==> config.mk <==
export PLATFORM = sky130hd
export DESIGN_NAME = bss_seq_top
export DESIGN_NICKNAME = d
export VERILOG_FILES = /design/src/rtl/bss_pkg.sv /design/src/rtl/bss_sync.sv /design/src/rtl/bss_lowside.sv /design/src/rtl/bss_seq_top.sv
export SDC_FILE = /design/constraint.sdc
export NUM_CORES = 1
export LEC_CHECK = 0
export BUFFER_PORTS_ARGS = -buffer_cell sky130_fd_sc_hd__buf_4
export CELL_PAD_IN_SITES_DETAIL_PLACEMENT = 0
export CELL_PAD_IN_SITES_GLOBAL_PLACEMENT = 1
export CORE_MARGIN = 4
export CORE_UTILIZATION = 51
export CTS_BUF_LIST = sky130_fd_sc_hd__clkbuf_8
export CTS_CLUSTER_SIZE = 25
export DETAILED_ROUTE_END_ITERATION = 10
export GPL_TIMING_DRIVEN = 0
export PLACE_DENSITY_LB_ADDON = 0.1
export SLEW_MARGIN = 25
export SYNTH_ARGS = -nofsm -noshare
export SYNTH_HDL_FRONTEND = slang
export SYNTH_SLANG_ARGS = --single-unit
export TNS_END_PERCENT = 30
==> constraint.sdc <==
create_clock -name sys_clk_i -period 6.5 [get_ports sys_clk_i]
set_clock_uncertainty 0.1 [all_clocks]
set_input_delay 0.325 -clock sys_clk_i [delete_from_list [all_inputs] [get_ports sys_clk_i]]
set_output_delay 0.325 -clock sys_clk_i [all_outputs]
set_load 0.02 [all_outputs]
==> src/rtl/bss_pkg.sv <==
// Purpose: Shared constants and types of the buck start-up sequencer
// Assumes: 25 MHz system clock derived from the internal oscillator
// Notes:   Every timing count is derived here from its time and the clock rate
package bss_pkg;

  // ==========================================================================
  // Clock and oscillator
  localparam int CLK_HZ         = 25000000;
  localparam int CLK_MHZ        = CLK_HZ / 1000000;
  localparam int OSC_HZ         = 300000;
  localparam int OSC_CYC        = CLK_HZ / OSC_HZ;

  // ==========================================================================
  // Start-up timing
  localparam int DELAY_US       = 6800;
  localparam int DELAY_CYC_DEF  = DELAY_US * CLK_MHZ;
  localparam int SAMPLE_MAX_US  = 3400;
  localparam int SAMPLE_CODES   = 256;
  localparam int SAMPLE_STEP_CYC = (SAMPLE_MAX_US * CLK_MHZ) / SAMPLE_CODES;
  localparam int INIT_US        = 100;
  localparam int INIT_CYC       = INIT_US * CLK_MHZ;
  localparam int SS_US          = 13600;
  localparam int SS_STEPS       = 64;
  localparam int SS_STEP_CYC_DEF = (SS_US * CLK_MHZ) / SS_STEPS;
  localparam int DUMMY_RUNS     = 2;

  // ==========================================================================
  // Overcurrent guard
  localparam int TRIP_SCALE     = 2;
  localparam int DAC_FS_MV      = 475;
  localparam int LIMIT_MV       = 300;
  localparam logic [7:0] LIMIT_CODE = 8'((LIMIT_MV * SAMPLE_CODES) / DAC_FS_MV);
  localparam int BLANK_NS       = 200;
  localparam int BLANK_CYC      = (BLANK_NS * CLK_MHZ + 999) / 1000;
  localparam int MIN_PW_NS      = 425;
  localparam int MIN_PW_CYC     = (MIN_PW_NS * CLK_MHZ + 999) / 1000;
  localparam int NARROW_LIMIT   = 3;

  // ==========================================================================
  // Sequencer states
  typedef enum logic [6:0] {
    ST_WAIT   = 7'h01,
    ST_DELAY  = 7'h02,
    ST_SAMPLE = 7'h04,
    ST_INIT   = 7'h08,
    ST_SOFT   = 7'h10,
    ST_RUN    = 7'h20,
    ST_HICCUP = 7'h40
  } bss_state_t;

endpackage

==> src/rtl/bss_sync.sv <==
// Purpose: Three-stage synchroniser for comparator levels
// Assumes: Inputs are asynchronous comparator outputs
// Notes:   Output follows once stages two and three agree
`timescale 1ns/1ns
module bss_sync #(
  parameter int W = 6
) (
  input  wire logic         sys_clk_i,
  input  wire logic         rstn_i,
  input  wire logic [W-1:0] async_i,
  output logic      [W-1:0] sync_o
);

  typedef struct packed {
    logic [W-1:0] s1;
    logic [W-1:0] s2;
    logic [W-1:0] s3;
    logic [W-1:0] q;
  } bss_sync_st_t;

  bss_sync_st_t st_r;
  bss_sync_st_t st_nxt;
  logic [W-1:0] q_nxt;

  // ==========================================================================
  // Per-bit agreement filter
  genvar gi;
  generate
    for (gi = 0; gi < W; gi++) begin : g_bit
      assign q_nxt[gi] = (st_r.s2[gi] == st_r.s3[gi]) ? st_r.s3[gi] : st_r.q[gi];
    end
  endgenerate

  always_comb begin
    st_nxt    = st_r;
    st_nxt.s1 = async_i;
    st_nxt.s2 = st_r.s1;
    st_nxt.s3 = st_r.s2;
    st_nxt.q  = q_nxt;
  end

  always_ff @(posedge sys_clk_i) begin
    if (!rstn_i) begin
      st_r <= '0;
    end else begin
      st_r <= st_nxt;
    end
  end

  assign sync_o = st_r.q;

endmodule // bss_sync

==> src/rtl/bss_lowside.sv <==
// Purpose: Gate commands, low-side blanking window and pulse stretching
// Assumes: One period tick per oscillator cycle from the sequencer
// Notes:   Stretch pulse is inserted at the start of the period after two narrow periods
`timescale 1ns/1ns
module bss_lowside import bss_pkg::*; (
  input  wire logic sys_clk_i,
  input  wire logic rstn_i,
  input  wire logic switching_i,
  input  wire logic pwm_high_i,
  input  wire logic tick_i,
  input  wire logic stretch_en_i,
  output logic      high_gate_o,
  output logic      low_gate_o,
  output logic      mon_o
);

  typedef struct packed {
    logic       hs;
    logic       ls;
    logic       mon;
    logic [3:0] on_cnt;
    logic [3:0] blank;
    logic [1:0] narrow;
    logic [3:0] stretch;
  } bss_ls_st_t;

  bss_ls_st_t st_r;
  bss_ls_st_t st_nxt;

  always_comb begin
    st_nxt = st_r;
    if (!switching_i) begin
      st_nxt = '0;
    end else begin
      if (tick_i) begin
        st_nxt.on_cnt = '0;
        if (st_r.on_cnt < 4'(MIN_PW_CYC)) begin
          st_nxt.narrow = st_r.narrow + 2'h1;
        end else begin
          st_nxt.narrow = '0;
        end
        if (st_nxt.narrow == 2'(NARROW_LIMIT - 1) && stretch_en_i) begin
          st_nxt.stretch = 4'(MIN_PW_CYC);
          st_nxt.narrow  = '0;
        end
      end
      if (st_nxt.stretch != 4'h0) begin
        st_nxt.ls      = 1'b1;
        st_nxt.hs      = 1'b0;
        st_nxt.stretch = st_nxt.stretch - 4'h1;
      end else begin
        st_nxt.ls = ~pwm_high_i;
        st_nxt.hs = pwm_high_i;
      end
      if (st_nxt.ls && st_nxt.on_cnt != 4'hf) begin
        st_nxt.on_cnt = st_nxt.on_cnt + 4'h1;
      end
    end
    st_nxt.blank = (st_nxt.ls && st_r.ls && st_r.blank != 4'hf) ? st_r.blank + 4'h1 : 4'h0;
    st_nxt.mon   = st_nxt.ls && st_r.ls && (st_r.blank >= 4'(BLANK_CYC - 1));
  end

  always_ff @(posedge sys_clk_i) begin
    if (!rstn_i) begin
      st_r <= '0;
    end else begin
      st_r <= st_nxt;
    end
  end

  assign high_gate_o = st_r.hs;
  assign low_gate_o  = st_r.ls;
  assign mon_o       = st_r.mon;

  // ==========================================================================
  // Checks
  property p_blank;
    @(posedge sys_clk_i) disable iff (!rstn_i)
      $rose(st_r.ls) |-> (!st_r.mon) [*5] ##1 (st_r.mon || !st_r.ls);
  endproperty
  a_blank: assert property (p_blank) else $error("blanking window wrong");

  property p_window_end;
    @(posedge sys_clk_i) disable iff (!rstn_i)
      !st_r.ls |-> !st_r.mon;
  endproperty
  a_window_end: assert property (p_window_end) else $error("monitor outside pulse");

  property p_stretch_width;
    @(posedge sys_clk_i) disable iff (!rstn_i)
      (st_r.stretch == 4'h0 ##1 st_r.stretch != 4'h0) |-> ##9 (st_r.ls || !switching_i);
  endproperty
  a_stretch_width: assert property (p_stretch_width) else $error("stretch too short");

  property p_no_stretch;
    @(posedge sys_clk_i) disable iff (!rstn_i)
      (!stretch_en_i && st_r.stretch == 4'h0) |=> (st_r.stretch == 4'h0);
  endproperty
  a_no_stretch: assert property (p_no_stretch) else $error("stretch while unguarded");

endmodule // bss_lowside

==> src/rtl/bss_seq_top.sv <==
// Purpose: Start-up, soft-start and overcurrent sequencer of a buck controller
// Assumes: Analog levels arrive as comparator outputs; DACs sit outside
// Notes:   Long delays are parameters so a simulation can shorten them
`timescale 1ns/1ns
module bss_seq_top import bss_pkg::*; #(
  parameter int DELAY_CYC   = DELAY_CYC_DEF,
  parameter int SS_STEP_CYC = SS_STEP_CYC_DEF
) (
  input  wire logic       sys_clk_i,
  input  wire logic       rstn_i,
  input  wire logic       bias_por_cmp_i,
  input  wire logic       en_cmp_i,
  input  wire logic       samp_cmp_i,
  input  wire logic       prebias_cmp_i,
  input  wire logic       trip_cmp_i,
  input  wire logic       pwm_high_cmp_i,
  output logic            high_side_gate_o,
  output logic            low_side_gate_o,
  output logic            low_drv_en_o,
  output logic            sense_src_en_o,
  output logic [7:0]      set_point_code_o,
  output logic [8:0]      trip_dac_code_o,
  output logic [6:0]      ss_ref_code_o,
  output logic            ea_en_o,
  output logic            osc_run_o,
  output logic            guard_off_o,
  output logic            ss_done_o,
  output logic            hiccup_o
);

  typedef struct packed {
    bss_state_t state;
    logic [17:0] timer;
    logic [7:0]  code;
    logic [8:0]  trip_code;
    logic [6:0]  ss_step;
    logic [6:0]  ss_ref;
    logic        dummy;
    logic        gates_on;
    logic        ea_en;
    logic        sense_en;
    logic        guard_off;
    logic        ss_done;
    logic        hiccup;
    logic [6:0]  osc_cnt;
    logic        tick;
    logic        osc_run;
    logic        drv_en;
  } bss_top_st_t;
  bss_top_st_t st_r;
  bss_top_st_t st_nxt;
  logic [5:0]  syn;
  logic        por_s;
  logic        en_s;
  logic        samp_s;
  logic        pre_s;
  logic        trip_s;
  logic        pwm_s;
  logic        mon_w;
  logic        live;
  logic        trip_v;
  // ==========================================================================
  // Input synchronisation
  // comparators synchronized
  bss_sync #(.W(6)) u_sync (
    .sys_clk_i (sys_clk_i),
    .rstn_i    (rstn_i),
    .async_i   ({pwm_high_cmp_i, trip_cmp_i, prebias_cmp_i, samp_cmp_i, en_cmp_i,
                 bias_por_cmp_i}),
    .sync_o    (syn)
  );

  assign por_s  = syn[0];
  assign en_s   = syn[1];
  assign samp_s = syn[2];
  assign pre_s  = syn[3];
  assign trip_s = syn[4];
  assign pwm_s  = syn[5];
  assign live   = por_s && en_s;
  assign trip_v = mon_w && trip_s && !st_r.guard_off;

  // ==========================================================================
  // Sequencer
  always_comb begin
    st_nxt      = st_r;
    st_nxt.tick = 1'b0;
    if (!live) begin
      st_nxt.state    = ST_WAIT;
      st_nxt.timer    = '0;
      st_nxt.gates_on = 1'b0;
      st_nxt.ea_en    = 1'b0;
      st_nxt.sense_en = 1'b0;
      st_nxt.ss_step  = '0;
      st_nxt.dummy    = 1'b0;
      st_nxt.ss_done  = 1'b0;
      st_nxt.hiccup   = 1'b0;
      st_nxt.osc_run  = 1'b0;
      st_nxt.osc_cnt  = '0;
      if (!por_s) begin
        st_nxt.code      = '0;
        st_nxt.trip_code = '0;
        st_nxt.guard_off = 1'b0;
      end
    end else begin
      st_nxt.osc_run = 1'b1;
      if (st_r.osc_cnt == 7'(OSC_CYC - 1)) begin
        st_nxt.osc_cnt = '0;
        st_nxt.tick    = 1'b1;
      end else begin
        st_nxt.osc_cnt = st_r.osc_cnt + 7'h1;
      end
      case (st_r.state)
        ST_WAIT: begin
          st_nxt.state    = ST_DELAY;
          st_nxt.timer    = '0;
          st_nxt.sense_en = 1'b1;
        end
        ST_DELAY: begin
          if (st_r.timer == 18'(DELAY_CYC - 1)) begin
            st_nxt.state = ST_SAMPLE;
            st_nxt.timer = '0;
            st_nxt.code  = '0;
          end else begin
            st_nxt.timer = st_r.timer + 18'h1;
          end
        end
        ST_SAMPLE: begin
          // counter ramps until DAC meets pin
          if (st_r.timer == 18'(SAMPLE_STEP_CYC - 1)) begin
            st_nxt.timer = '0;
            if (samp_s || st_r.code == 8'hff) begin
              st_nxt.state     = ST_INIT;
              st_nxt.sense_en  = 1'b0;
              st_nxt.guard_off = (st_r.code > LIMIT_CODE);
              st_nxt.trip_code = 9'(TRIP_SCALE * st_r.code);
            end else begin
              st_nxt.code = st_r.code + 8'h1;
            end
          end else begin
            st_nxt.timer = st_r.timer + 18'h1;
          end
        end
        ST_INIT: begin
          if (st_r.timer == 18'(INIT_CYC - 1)) begin
            st_nxt.state   = ST_SOFT;
            st_nxt.timer   = '0;
            st_nxt.ss_step = '0;
            st_nxt.ea_en   = 1'b1;
          end else begin
            st_nxt.timer = st_r.timer + 18'h1;
          end
        end
        ST_SOFT: begin
          if (pre_s) begin
            st_nxt.gates_on = 1'b1;
          end
          if (st_r.timer == 18'(SS_STEP_CYC - 1)) begin
            st_nxt.timer   = '0;
            st_nxt.ss_step = st_r.ss_step + 7'h1;
            if (st_r.ss_step == 7'(SS_STEPS - 1)) begin
              st_nxt.state    = ST_RUN;
              st_nxt.ss_done  = 1'b1;
              st_nxt.gates_on = 1'b1;
            end
          end else begin
            st_nxt.timer = st_r.timer + 18'h1;
          end
        end
        ST_RUN: begin
          st_nxt.gates_on = 1'b1;
        end
        ST_HICCUP: begin
          if (st_r.timer == 18'(SS_STEP_CYC - 1)) begin
            st_nxt.timer = '0;
            if (st_r.ss_step == 7'(SS_STEPS - 1)) begin
              st_nxt.ss_step = '0;
              if (st_r.dummy) begin
                st_nxt.state  = ST_SOFT;
                st_nxt.dummy  = 1'b0;
                st_nxt.hiccup = 1'b0;
                st_nxt.ea_en  = 1'b1;
              end else begin
                st_nxt.dummy = 1'b1;
              end
            end else begin
              st_nxt.ss_step = st_r.ss_step + 7'h1;
            end
          end else begin
            st_nxt.timer = st_r.timer + 18'h1;
          end
        end
        default: begin
          st_nxt.state = ST_WAIT;
        end
      endcase
      if ((st_r.state == ST_SOFT || st_r.state == ST_RUN) && trip_v) begin
        st_nxt.state    = ST_HICCUP;
        st_nxt.gates_on = 1'b0;
        st_nxt.ea_en    = 1'b0;
        st_nxt.ss_step  = '0;
        st_nxt.timer    = '0;
        st_nxt.dummy    = 1'b0;
        st_nxt.ss_done  = 1'b0;
        st_nxt.hiccup   = 1'b1;
      end
    end
    st_nxt.ss_ref = (st_nxt.state == ST_SOFT || st_nxt.state == ST_RUN) ? st_nxt.ss_step : '0;
    st_nxt.drv_en = !st_nxt.sense_en;
  end

  always_ff @(posedge sys_clk_i) begin
    if (!rstn_i) begin
      st_r <= '{state: ST_WAIT, default: '0};
    end else begin
      st_r <= st_nxt;
    end
  end

  // ==========================================================================
  // Gate drive and low-side monitoring
  bss_lowside u_lowside (
    .sys_clk_i    (sys_clk_i),
    .rstn_i       (rstn_i),
    .switching_i  (st_r.gates_on),
    .pwm_high_i   (pwm_s),
    .tick_i       (st_r.tick),
    .stretch_en_i (!st_r.guard_off),
    .high_gate_o  (high_side_gate_o),
    .low_gate_o   (low_side_gate_o),
    .mon_o        (mon_w)
  );

  assign low_drv_en_o     = st_r.drv_en;
  assign sense_src_en_o   = st_r.sense_en;
  assign set_point_code_o = st_r.code;
  assign trip_dac_code_o  = st_r.trip_code;
  assign ss_ref_code_o    = st_r.ss_ref;
  assign ea_en_o          = st_r.ea_en;
  assign osc_run_o        = st_r.osc_run;
  assign guard_off_o      = st_r.guard_off;
  assign ss_done_o        = st_r.ss_done;
  assign hiccup_o         = st_r.hiccup;

  // ==========================================================================
  // Checks
  property p_soft_entry;
    @(posedge sys_clk_i) disable iff (!rstn_i)
      $rose(st_r.state == ST_SOFT) |-> $past(st_r.state == ST_INIT || st_r.state == ST_HICCUP);
  endproperty
  a_soft_entry: assert property (p_soft_entry) else $error("ramp before sample");
  property p_en_low;
    @(posedge sys_clk_i) disable iff (!rstn_i)
      !en_s |=> (st_r.state == ST_WAIT && !st_r.gates_on && !st_r.osc_run);
  endproperty
  a_en_low: assert property (p_en_low) else $error("enable low not honoured");
  property p_delay_hold;
    @(posedge sys_clk_i) disable iff (!rstn_i)
      (st_r.state == ST_DELAY && st_r.timer != 18'(DELAY_CYC - 1) && live)
        |=> (st_r.state == ST_DELAY && st_r.sense_en);
  endproperty
  a_delay_hold: assert property (p_delay_hold) else $error("delay cut short");
  property p_trip_off;
    @(posedge sys_clk_i) disable iff (!rstn_i)
      (st_r.state == ST_RUN && trip_v && live) |=> (st_r.state == ST_HICCUP && !st_r.gates_on);
  endproperty
  a_trip_off: assert property (p_trip_off) else $error("trip not acted on");
  property p_guard_off;
    @(posedge sys_clk_i) disable iff (!rstn_i)
      (st_r.guard_off && st_r.state == ST_RUN && live) |=> (st_r.state == ST_RUN);
  endproperty
  a_guard_off: assert property (p_guard_off) else $error("trip while guard off");
  property p_hold_code;
    @(posedge sys_clk_i) disable iff (!rstn_i)
      (st_r.state == ST_HICCUP && por_s) |=> $stable(st_r.code) && $stable(st_r.trip_code);
  endproperty
  a_hold_code: assert property (p_hold_code) else $error("set point changed in retry");
  property p_step;
    @(posedge sys_clk_i) disable iff (!rstn_i)
      (st_r.state == ST_SOFT && st_nxt.state == ST_SOFT)
        |=> (st_r.ss_step == $past(st_r.ss_step) || st_r.ss_step == $past(st_r.ss_step) + 7'h1);
  endproperty
  a_step: assert property (p_step) else $error("ramp step not unit");
  property p_prebias_high;
    @(posedge sys_clk_i) disable iff (!rstn_i)
      (st_r.state == ST_SOFT && !st_r.gates_on && !pre_s && st_r.timer != 18'(SS_STEP_CYC - 1))
        |=> !st_r.gates_on;
  endproperty
  a_prebias_high: assert property (p_prebias_high) else $error("gates on early");
  property p_trip_scale;
    @(posedge sys_clk_i) disable iff (!rstn_i)
      $rose(st_r.state == ST_INIT) |-> (st_r.trip_code == {st_r.code, 1'b0});
  endproperty
  a_trip_scale: assert property (p_trip_scale) else $error("threshold not doubled");

endmodule // bss_seq_top

==> flow_summary_export.csv, run 1 <==
group,metric,value,unit
timing,fin_setup_tns,0,ns
logic_synthesis,syn_inst,629,
grt,grtUsageMet1,28.7,%
timing,worst_pin_slew,0.770,ns
timing,final-hold-violation-count,0,
worst_setup_path,startpoint,"st_r[70]",
logic_synthesis,synth_top_area_share,41.6,%
power_and_ir_drop,pwr-share-seq,47.3,%
timing,max_slew_margin,48.3,%
timing,grt_setup_unrepaired,"false",
grt,grt_max_degree,17,
logic_synthesis,yosysWarningCount,0,
logic_synthesis,synth_edf_count,0,
worst_setup_path,cp.arrival,3.08,ns
clocking,clock_sinks,113,
power_and_ir_drop,power.total,1.48,mW
floorplan,core_area,0.0104,mm2
drt,via_per_inst,5.55,
logic_synthesis,avgSynthCellArea,8.65,um2
worst_setup_path,r2r-start,"st_r[70]",
clocking,numCtsBuffers,17,
floorplan,die_w,111,um
placed_design,gp_congestion,0.903,
timing,max_freq,350,MHz
finish,regArea,0.00226,mm2
hold_path,worstHoldStart,"rstn_i",
run,maxCapViolCount,0,
logic_synthesis,synthDistinctLibCells,73,
worst_setup_path,cp.required,6.73,ns
floorplan,die_area,0.0124,mm2
power_and_ir_drop,power.internal,1.19,mW
clocking,clock_tree.root_cell,"clkbuf_8",
finish,drive_gt1_share,18.6,%
placed_design,portBuffers,39,
logic_synthesis,ys_top_cells_by_count,"dfxtp_1, nor2_1, nand2_1",
hold_path,hold_class,"in -> reg",
drt,drt_first_pass_iters,5,
power_and_ir_drop,pwr-share-comb,1.1,%
clocking,cts_resized,0,
grt,antenna_found_initial,0,
grt,grt_pass1_wl,22200,um
finish,multi_input_area,0.00277,mm2
worst_setup_path,crit_type,"reg -> reg",
logic_synthesis,synth_area_leader_cell,"dfxtp_1",
logic_synthesis,synthTopCellsByArea,"dfxtp_1, nor2_1, buf_4, nand3_1, nand2_1",
drt,postRouteAntennaNets,0,
power_and_ir_drop,vdd_drop_max,0.174,mV
drt,first_iter_violations,343,
grt,met2_usage,35.3,%
worst_setup_path,crit_path_end_kind,"flop",
worst_setup_path,start_kind,"flop",
grt,top_usage_layer,"met2",
power_and_ir_drop,powerDensity,230,mW/mm2
grt,grt_pass1_vias,4521,
clocking,clk_latency,0.43,ns
finish,syn2layout_area_growth,18.1,%
finish,finalNonFillerCells,842,
clocking,cts_tree,"yes",
logic_synthesis,synth.most_common_cell,"dfxtp_1",
logic_synthesis,netlist_area,0.00544,mm2
clocking,path_clk_slew,0.07,ns
timing,holdWs,0.157,ns
grt,gr-usage-met3,6.66,%
grt,grt.total_usage,21.9,%
logic_synthesis,synth-main-ff-cell,"dfxtp_1",
clocking,post_cts_buffers,0,
finish,fillers,945,
drt,vias,4675,
finish,final_nets,712,
timing,post-route-min-period,2.86,ns
worst_setup_path,crit_fanout,10,
floorplan,ioPinCount,41,
drt,drc,0,
power_and_ir_drop,clock_power_share,51.6,%
drt,wl_per_cell,15.1,um
timing,maxSlewViolCount,0,
power_and_ir_drop,leakage,2.41,nW
finish,n_antenna_cell,0,
run_status,status,"finished, final reports clean",
grt,gr-total-overflow,0,
clocking,clk_path_buf_depth,2,
logic_synthesis,synth-seq-cells,113,
floorplan,start_util,52.4,%
floorplan,rows,37,
logic_synthesis,ys_async_sr_fraction,0,%
timing,fin_crit_sh,43.9,%
power_and_ir_drop,swShare,19.6,%
floorplan,dieHeight,111,um
drt,wl,12700,um
logic_synthesis,ys_seq_area_share,41.6,%
placed_design,dp_hpwl,9090,um
clocking,hold_buffers,6,
power_and_ir_drop,p_sw,0.290,mW
placed_design,dp.cells,804,
clocking,htree_levels,4,
timing,final-setup-viol-count,0,
logic_synthesis,synth_nets,648,
[cells by family after synthesis]
| group | share of synthesized area [%] |
|---|---|
| buffers and inverters | 7.55 |
| other | 0.0689 |
| AOI/OAI and AO/OA | 15.7 |
| and+or+nand+nor | 28.2 |
| muxes | 1.84 |
| adders and majority gates | 2.53 |
| DFF | 41.6 |
| xor gates and xnor gates | 2.58 |
[layout by cell type (no fill, tap or decap), types with 7 or more instances in the layout]
master,n
xnor2_1,9
ha_1,11
nor3_1,20
nand2_1,46
dfxtp_1,113
buf_4,64
xor2_1,7
clkbuf_1,11
nor2_1,64
nand4_1,19
clkbuf_8,22
nor4_1,7
mux2i_1,10
a31oi_1,9
a21oi_1,33
buf_2,9
and3_1,9
nand3_1,35
and2_1,25
inv_1,21
o21ai_0,24
o211ai_1,11
nor2b_1,13
[layout make-up]
| class | count | share of cell area (%) |
|---|---|---|
| multi-input cells | 446 | 43.1 |
| flip-flops and latches | 113 | 35.2 |
| repair buffers | 45 | 5.49 |
| plain buffers | 51 | 5.28 |
| clock buffers | 20 | 4.28 |
| clock inverters | 12 | 2.92 |
| well taps | 136 | 2.65 |
| inverters | 19 | 1.11 |
[per-layer routing]
layer	vias up	share of wire [%]	wire [um]
met5	-	0	0
met4	0	0.82	104
met3	10	4.6	587
met2	110	47	6030
met1	2186	47	5980
li1	2369	-	-
[state kept, by name, indices dropped and copies added, names as in the netlist, 6 cells and up]
register	cells
ss_ref_code_o	7
u_lowside.st_r	14
u_sync.st_r	6
set_point_code_o	8
trip_dac_code_o	8
u_sync.st_nxt	12
u_sync.sync_o	6
st_r	42
[metrics by stage]
| step | setup slack, ns | area [um2] | utilization [%] |
|---|---|---|---|
| 3_5_place_dp | 3.71 | 5900 | 56.9 |
| 4_1_cts | 3.67 | 6420 | 62.0 |
| 6_report | 3.64 | 6420 | 62.0 |
| 5_1_grt | 3.21 | 6420 | 62.0 |
| 2_1_floorplan | 4.03 | 5440 | - |
| 3_3_place_gp | 3.72 | 5900 | 56.9 |
[worst paths after layout]
kind         depth (start not counted)  slack [ns]              endpoint
max                                  8        3.64              st_r[62]
min                                  3        0.16  u_lowside.low_gate_o
max reg2reg                          8        3.64              st_r[62]
min reg2reg                          1        0.34      u_sync.st_nxt[7]
[power by group through the flow]
stage	clock, mW	combinational, mW	sequential [mW]
2_1_floorplan	0	0.00640	0.714
3_3_place_gp	0	0.0129	0.714
3_5_place_dp	0	0.0130	0.714
4_1_cts	0.779	0.0162	0.699
5_1_grt	0.815	0.0179	0.699
6_report	0.763	0.0162	0.699
[worst max-delay path, stage by stage (launching register included)]
cell,delay (ns)
dfxtp_1,0.30
clkbuf_1,0.36
xor2_1,0.20
a2111oi_0,0.46
o21ai_0,0.28
nor2_1,0.53
buf_2,0.35
nand2_1,0.08
o311ai_0,0.09
Power figures use the tool's default switching activity.
==> inputs of run 2 (changes only) <==
--- a/config.mk
+++ b/config.mk
@@ -5,11 +5,12 @@
 export SDC_FILE = /design/constraint.sdc
 export NUM_CORES = 1
 export LEC_CHECK = 0
+export ABC_AREA = 1
 export BUFFER_PORTS_ARGS = -buffer_cell sky130_fd_sc_hd__buf_4
 export CELL_PAD_IN_SITES_DETAIL_PLACEMENT = 0
 export CELL_PAD_IN_SITES_GLOBAL_PLACEMENT = 1
 export CORE_MARGIN = 4
-export CORE_UTILIZATION = 51
+export CORE_UTILIZATION = 45
 export CTS_BUF_LIST = sky130_fd_sc_hd__clkbuf_8
 export CTS_CLUSTER_SIZE = 25
 export DETAILED_ROUTE_END_ITERATION = 10
==> constraint.sdc (replaced) <==
create_clock -name sys_clk_i -period 2.9 [get_ports sys_clk_i]
set_clock_uncertainty 0.1 [all_clocks]
set_input_delay 0.145 -clock sys_clk_i [delete_from_list [all_inputs] [get_ports sys_clk_i]]
set_output_delay 0.145 -clock sys_clk_i [all_outputs]
set_load 0.02 [all_outputs]
==> run 2 against run 1 <==
- worst setup slack lost 3.0 ns
- sequential share of layout area shrank 1.3 points
- count of clock-buffer cells in the layout shrank 3
- die area grew 18%
- worst hold slack gained 0.16 ns
- synthesized cell count grew 31%
- combinational power grew to 2.8 times the previous value
- global-route usage shrank 2.5 points
- sequential power grew 120%
- area after synthesis grew 4.9%
- utilization shrank 7.4 points
==> flow_summary_export.csv, run 2 <==
group,metric,value,unit
timing,post-route-min-period,2.29,ns
logic_synthesis,synth_top_area_share,39.6,%
timing,fin_crit_sh,79.1,%
drt,drc,0,
floorplan,die_w,121,um
worst_setup_path,slowest_stage,"dlygate4sd3_1",
logic_synthesis,netlist_area,0.00571,mm2
worst_setup_path,cp_cell_sequence,"dlygate4sd3_1, buf_2, inv_1, nor2_2, inv_1, nor2_2, inv_1, buf_2, a21oi_1",
worst_setup_path,cp_common_cell,"inv_1",
finish,n_antenna_cell,0,
finish,largest_reg_flops,42,
hold_path,hold_depth,2,
finish,layout_common_cells,"nand2_1, dfxtp_1, nor2_1, inv_1, buf_4",
timing,worst_pin_slew,0.571,ns
power_and_ir_drop,leakage,2.82,nW
logic_synthesis,avgSynthCellArea,6.91,um2
worst_setup_path,crit_fanout,10,
worst_setup_path,start_kind,"input pin",
clocking,clk_latency,0.44,ns
logic_synthesis,synthTopCellsByArea,"dfxtp_1, nand2_1, nor2_1, inv_1, a21oi_1",
timing,grt_setup_unrepaired,"false",
run,maxCapViolCount,0,
floorplan,ioPinCount,41,
hold_path,holdPathEnd,"u_sync.st_nxt[10]",
worst_setup_path,worst-path-buf-inv,6,
drt,wl,13500,um
grt,grt_pass1_vias,4817,
timing,final-setup-viol-count,0,
hold_path,worstHoldStart,"u_sync.st_nxt[16]",
floorplan,start_util,46.7,%
logic_synthesis,ys_async_sr_fraction,0,%
floorplan,die_area,0.0146,mm2
clocking,cts_tree,"yes",
worst_setup_path,crit_path_end_kind,"flop",
finish,top_register,"st_r",
logic_synthesis,synth_edf_count,0,
placed_design,dp_hpwl,9990,um
logic_synthesis,yosysWarningCount,0,
clocking,htree_levels,4,
floorplan,dieHeight,121,um
grt,gr-total-overflow,0,
logic_synthesis,synth.most_common_cell,"nand2_1",
finish,drive_gt1_share,16.7,%
clocking,clock_sinks,113,
hold_path,hold_class,"reg -> reg",
worst_setup_path,reg2reg_slack,0.61,ns
logic_synthesis,synth_area_leader_cell,"dfxtp_1",
power_and_ir_drop,vdd_drop_max,0.352,mV
run_status,status,"finished, final reports clean",
finish,fillers,1249,
logic_synthesis,ys_top_cells_by_count,"nand2_1, dfxtp_1, nor2_1",
floorplan,rows,40,
placed_design,portBuffers,38,
worst_setup_path,r2r-start,"set_point_code_o[0]",
grt,antenna_found_initial,0,
timing,max_slew_margin,61.9,%
clocking,numCtsBuffers,17,
logic_synthesis,synthDistinctLibCells,41,
worst_setup_path,slowest_delay,0.53,ns
finish,fin_area,0.00667,mm2
power_and_ir_drop,powerDensity,463,mW/mm2
placed_design,gp_congestion,0.921,
worst_setup_path,path_delay_family,"buffers and inverters",
worst_setup_path,cp.arrival,2.57,ns
finish,syn2layout_area_growth,16.8,%
clocking,clk_path_buf_depth,2,
logic_synthesis,syn_inst,826,
drt,first_iter_violations,436,
grt,grt_max_degree,17,
timing,fin_setup_tns,0,ns
grt,grt_pass1_wl,22800,um
timing,final-hold-violation-count,0,
clocking,clock_tree.root_cell,"clkbuf_8",
placed_design,post_dp_cell_area,0.00620,mm2
finish,final_nets,909,
drt,vias,5320,
timing,maxSlewViolCount,0,
logic_synthesis,synth_nets,845,
worst_setup_path,timing.rr.end,"trip_dac_code_o[8]",
timing,max_freq,436,MHz
grt,grt.total_usage,19.4,%
finish,final_common_cell,"nand2_1",
logic_synthesis,synth-main-ff-cell,"dfxtp_1",
drt,via_per_inst,4.97,
worst_setup_path,crit_type,"in -> reg",
floorplan,core_area,0.0122,mm2
clocking,post_cts_buffers,0,
drt,drt_first_pass_iters,5,
worst_setup_path,cp.required,3.17,ns
clocking,path_clk_slew,0.07,ns
logic_synthesis,ys_seq_area_share,39.6,%
logic_synthesis,synth-seq-cells,113,
drt,postRouteAntennaNets,0,
worst_setup_path,r2r_cells,12,
drt,wl_per_cell,12.6,um
-- run 2: cell count changes after synthesis, moves of 10 or more --
cell / delta
a21oi_1: +29
and2_1: -24
inv_1: +77
mux2i_1: -10
nand2_1: +148
nand3_1: +22
nor2_1: +44
nor2_2: +15
nor2b_1: -13
-- run 2: per-stage QoR --
| stage | cells | setup slack [ns] | hold WS (ns) | total power [mW] | utilization, % |
|---|---|---|---|---|---|
| after floorplan | 826 | 1.09 | 0.143 | 1.62 | - |
| after global placement | 1032 | 0.676 | 0.230 | 1.64 | 50.8 |
| after detailed placement | 1032 | 0.646 | 0.235 | 1.64 | 50.8 |
| after CTS | 1071 | 0.610 | 0.288 | 3.13 | 54.6 |
| after global routing | 1071 | 0.452 | 0.314 | 3.22 | 54.6 |
| final | 1071 | 0.607 | 0.314 | 3.08 | 54.6 |
-- run 2: worst max-delay path by stage --
stage	start	end	slack, ns	depth (start not counted)
2_1_floorplan	st_r[48]	st_r[48]	1.09	10
3_3_place_gp	u_sync.sync_o[0]	st_r[15]	0.68	7
3_5_place_dp	set_point_code_o[0]	trip_dac_code_o[1]	0.65	12
4_1_cts	rstn_i	ea_en_o	0.61	9
5_1_grt	set_point_code_o[0]	trip_dac_code_o[8]	0.45	12
6_report	rstn_i	st_r[64]	0.61	9
-- run 2: what timing repair did --
| item | CTS | global route |
|---|---|---|
| resized for setup | 0 | 0 |
| endpoints found under the hold margin | 11 | 0 |
| hold buffers | 7 | 0 |
-- run 2: worst register-to-register path: cells and delay by family (launching register included) --
| kind | cells | cell delay (ns) |
|---|---|---|
| simple gates | 9 | 1.13 |
| compound gates | 1 | 0.06 |
| fa+ha+maj | 1 | 0.22 |
| flops | 1 | 0.49 |
| buf+inv | 1 | 0.16 |
-- run 2: final cells by class --
type | count | area, um2 | share of cell area, %
inverters | 106 | 400 | 6.01
plain buffers | 41 | 268 | 4.02
multi-input cells | 566 | 2780 | 41.7
clock inverters | 15 | 159 | 2.38
flip-flops and latches | 113 | 2260 | 33.9
well taps | 168 | 210 | 3.15
clock buffers | 17 | 234 | 3.51
repair buffers | 45 | 355 | 5.33
-- run 2: logic make-up (layout without fill, tap and decap cells) --
| kind of cell | after synthesis | after routing | synth area share [%] |
|---|---|---|---|
| AOI/OAI and AO/OA | 110 | 110 | 10.5 |
| xor gates and xnor gates | 12 | 12 | 1.84 |
| adders and majority gates | 11 | 11 | 2.41 |
| buffers and inverters | 147 | 224 | 11.7 |
| DFF | 113 | 113 | 39.6 |
| other | 1 | 1 | 0.0657 |
| and+or+nand+nor | 432 | 432 | 33.8 |
-- run 2: routing by layer --
metal	share of wire, %	global-route usage, %
met3	5.2	4.68
met5	0	0
met1	48	25.9
met4	1.6	7.79
met2	45	30.2
-- run 2: report_power, final --
part | leakage [nW] | switching, mW | internal, mW
Combinational | 1.71 | 0.0254 | 0.0200
Clock | 0.193 | 0.703 | 0.770
Sequential | 0.913 | 0.00447 | 1.56
==> inputs of run 3 (changes only) <==
--- a/config.mk
+++ b/config.mk
@@ -10,7 +10,7 @@
 export CELL_PAD_IN_SITES_DETAIL_PLACEMENT = 0
 export CELL_PAD_IN_SITES_GLOBAL_PLACEMENT = 1
 export CORE_MARGIN = 4
-export CORE_UTILIZATION = 45
+export CORE_UTILIZATION = 41
 export CTS_BUF_LIST = sky130_fd_sc_hd__clkbuf_8
 export CTS_CLUSTER_SIZE = 25
 export DETAILED_ROUTE_END_ITERATION = 10
==> constraint.sdc (replaced) <==
create_clock -name sys_clk_i -period 2.1 [get_ports sys_clk_i]
set_clock_uncertainty 0.1 [all_clocks]
set_input_delay 0.105 -clock sys_clk_i [delete_from_list [all_inputs] [get_ports sys_clk_i]]
set_output_delay 0.105 -clock sys_clk_i [all_outputs]
set_load 0.02 [all_outputs]
==> run 3 against run 2 <==
- sequential power grew 38%
- global-route usage shrank 1.3 points
- first-iteration DRC count shrank 42%
- combinational power grew 42%
- critical path depth grew 3
==> flow_summary_export.csv, run 3 (same netlist as run 2, synthesis figures left out) <==
group,metric,value,unit
worst_setup_path,timing.rr.end,"st_r[52]",
worst_setup_path,crit_path_end_kind,"flop",
worst_setup_path,cp.required,2.33,ns
drt,drc,0,
floorplan,start_util,42.4,%
power_and_ir_drop,vdd_drop_max,0.525,mV
clocking,path_clk_slew,0.07,ns
clocking,cts_tree,"yes",
floorplan,ioPinCount,41,
power_and_ir_drop,power.total,3.95,mW
hold_path,hold_class,"in -> reg",
grt,grt_pass1_vias,5045,
clocking,clk_path_buf_depth,2,
clocking,clock_sinks,113,
worst_setup_path,cp.arrival,2.22,ns
timing,holdWs,0.294,ns
drt,wl,14000,um
floorplan,rows,42,
floorplan,die_area,0.0159,mm2
hold_path,holdPathEnd,"u_sync.st_nxt[15]",
run,maxCapViolCount,0,
run_status,status,"finished, final reports clean",
power_and_ir_drop,leakage,2.84,nW
timing,max_freq,503,MHz
placed_design,post_dp_cell_area,0.00621,mm2
timing,fin_setup_tns,0,ns
grt,antenna_found_initial,0,
finish,final_common_cell,"nand2_1",
finish,syn2layout_area_growth,19.0,%
drt,via_per_inst,4.91,
finish,top_register,"st_r",
worst_setup_path,r2r-start,"st_r[68]",
finish,fin_area,0.00679,mm2
timing,grt_setup_unrepaired,"true",
finish,layout_common_cells,"nand2_1, dfxtp_1, nor2_1, inv_1, buf_4",
placed_design,dp_hpwl,10300,um
drt,postRouteAntennaNets,0,
worst_setup_path,r2r_cells,12,
hold_path,hold_depth,4,
grt,grt_max_degree,17,
timing,post-route-min-period,1.99,ns
placed_design,gp_congestion,0.883,
drt,wl_per_cell,12.9,um
worst_setup_path,crit_type,"reg -> reg",
worst_setup_path,crit_fanout,10,
power_and_ir_drop,powerDensity,581,mW/mm2
floorplan,core_area,0.0135,mm2
timing,max_slew_margin,60.8,%
timing,final-hold-violation-count,0,
finish,drive_gt1_share,20.0,%
grt,gr-total-overflow,0,
drt,drt_first_pass_iters,5,
placed_design,portBuffers,38,
worst_setup_path,start_kind,"flop",
floorplan,dieHeight,126,um
floorplan,die_w,126,um
timing,worst_pin_slew,0.588,ns
timing,fin_crit_sh,94.6,%
grt,grt_pass1_wl,23600,um
timing,maxSlewViolCount,0,
timing,final-setup-viol-count,0,
finish,n_antenna_cell,0,
clocking,htree_levels,4,
clocking,clk_latency,0.44,ns
worst_setup_path,reg2reg_slack,0.11,ns
hold_path,worstHoldStart,"prebias_cmp_i",
finish,largest_reg_flops,42,
grt,grt.total_usage,18.1,%
drt,vias,5307,
clocking,numCtsBuffers,17,
finish,final_nets,911,
drt,first_iter_violations,252,
clocking,clock_tree.root_cell,"clkbuf_8",
-- run 3: how the worst max path moves through the flow --
stage                     slack [ns]                   to                start
after CTS                      0.004   trip_dac_code_o[8]  set_point_code_o[0]
final                           0.11             st_r[52]             st_r[68]
after floorplan                 0.29             st_r[48]             st_r[48]
after global placement         -0.16             st_r[30]             st_r[48]
after global routing           -0.03  set_point_code_o[1]             st_r[50]
after detailed placement       -0.15             st_r[27]             st_r[48]
-- run 3: through the flow --
step                      std cells  setup WS [ns]  util (%)
after floorplan                 826          0.290         -
after global placement         1040         -0.159      46.2
after detailed placement       1040         -0.154      46.2
after CTS                      1078        0.00387      49.4
after global routing           1080        -0.0324      50.5
final                          1080          0.113      50.5
-- run 3: layout make-up --
class / count / area [um2]
Buffer: 41 / 272
Fill cell: 1379 / 6660
Inverter: 106 / 405
Tap cell: 176 / 220
Multi-Input combinational cell: 566 / 2920
Clock inverter: 13 / 76.3
Sequential cell: 113 / 2280
Clock buffer: 18 / 248
Timing Repair Buffer: 47 / 370
-- run 3: what timing repair did --
item / 4_1_cts / 5_1_grt
buffers inserted: 0 / 2
hold endpoints to repair: 12 / 0
hold buffers: 7 / 0
pin swaps: 1 / 4
resized for setup: 12 / 40
endpoints found under the setup margin: 50 / 59
-- run 3: per-layer routing --
layer	track usage [%]	part of all wire [%]	vias to the layer above
li1	-	-	2749
met1	24.1	49	2427
met2	28.6	45	115
met3	4.91	4.7	16
met4	6.06	1.8	0
met5	0	0	-
-- run 3: power breakdown --
group          internal (mW)  total, mW  switching [mW]
Sequential              2.16       2.16         0.00609
Combinational         0.0277     0.0643          0.0366
Clock                  0.815       1.72           0.906
Total                   3.00       3.95           0.949
-- run 3: worst max-delay path, cell delays in order (launching register included) --
cell and delay, ns:
dfxtp_1 0.37, nor2_1 0.08, nand2_2 0.15, nor2_4 0.09, nor2_2 0.28, inv_2 0.12, nand2_1 0.09, nand2_1 0.09
nor2_4 0.15, inv_2 0.06, buf_6 0.14, a22oi_2 0.11, nor2_1 0.05
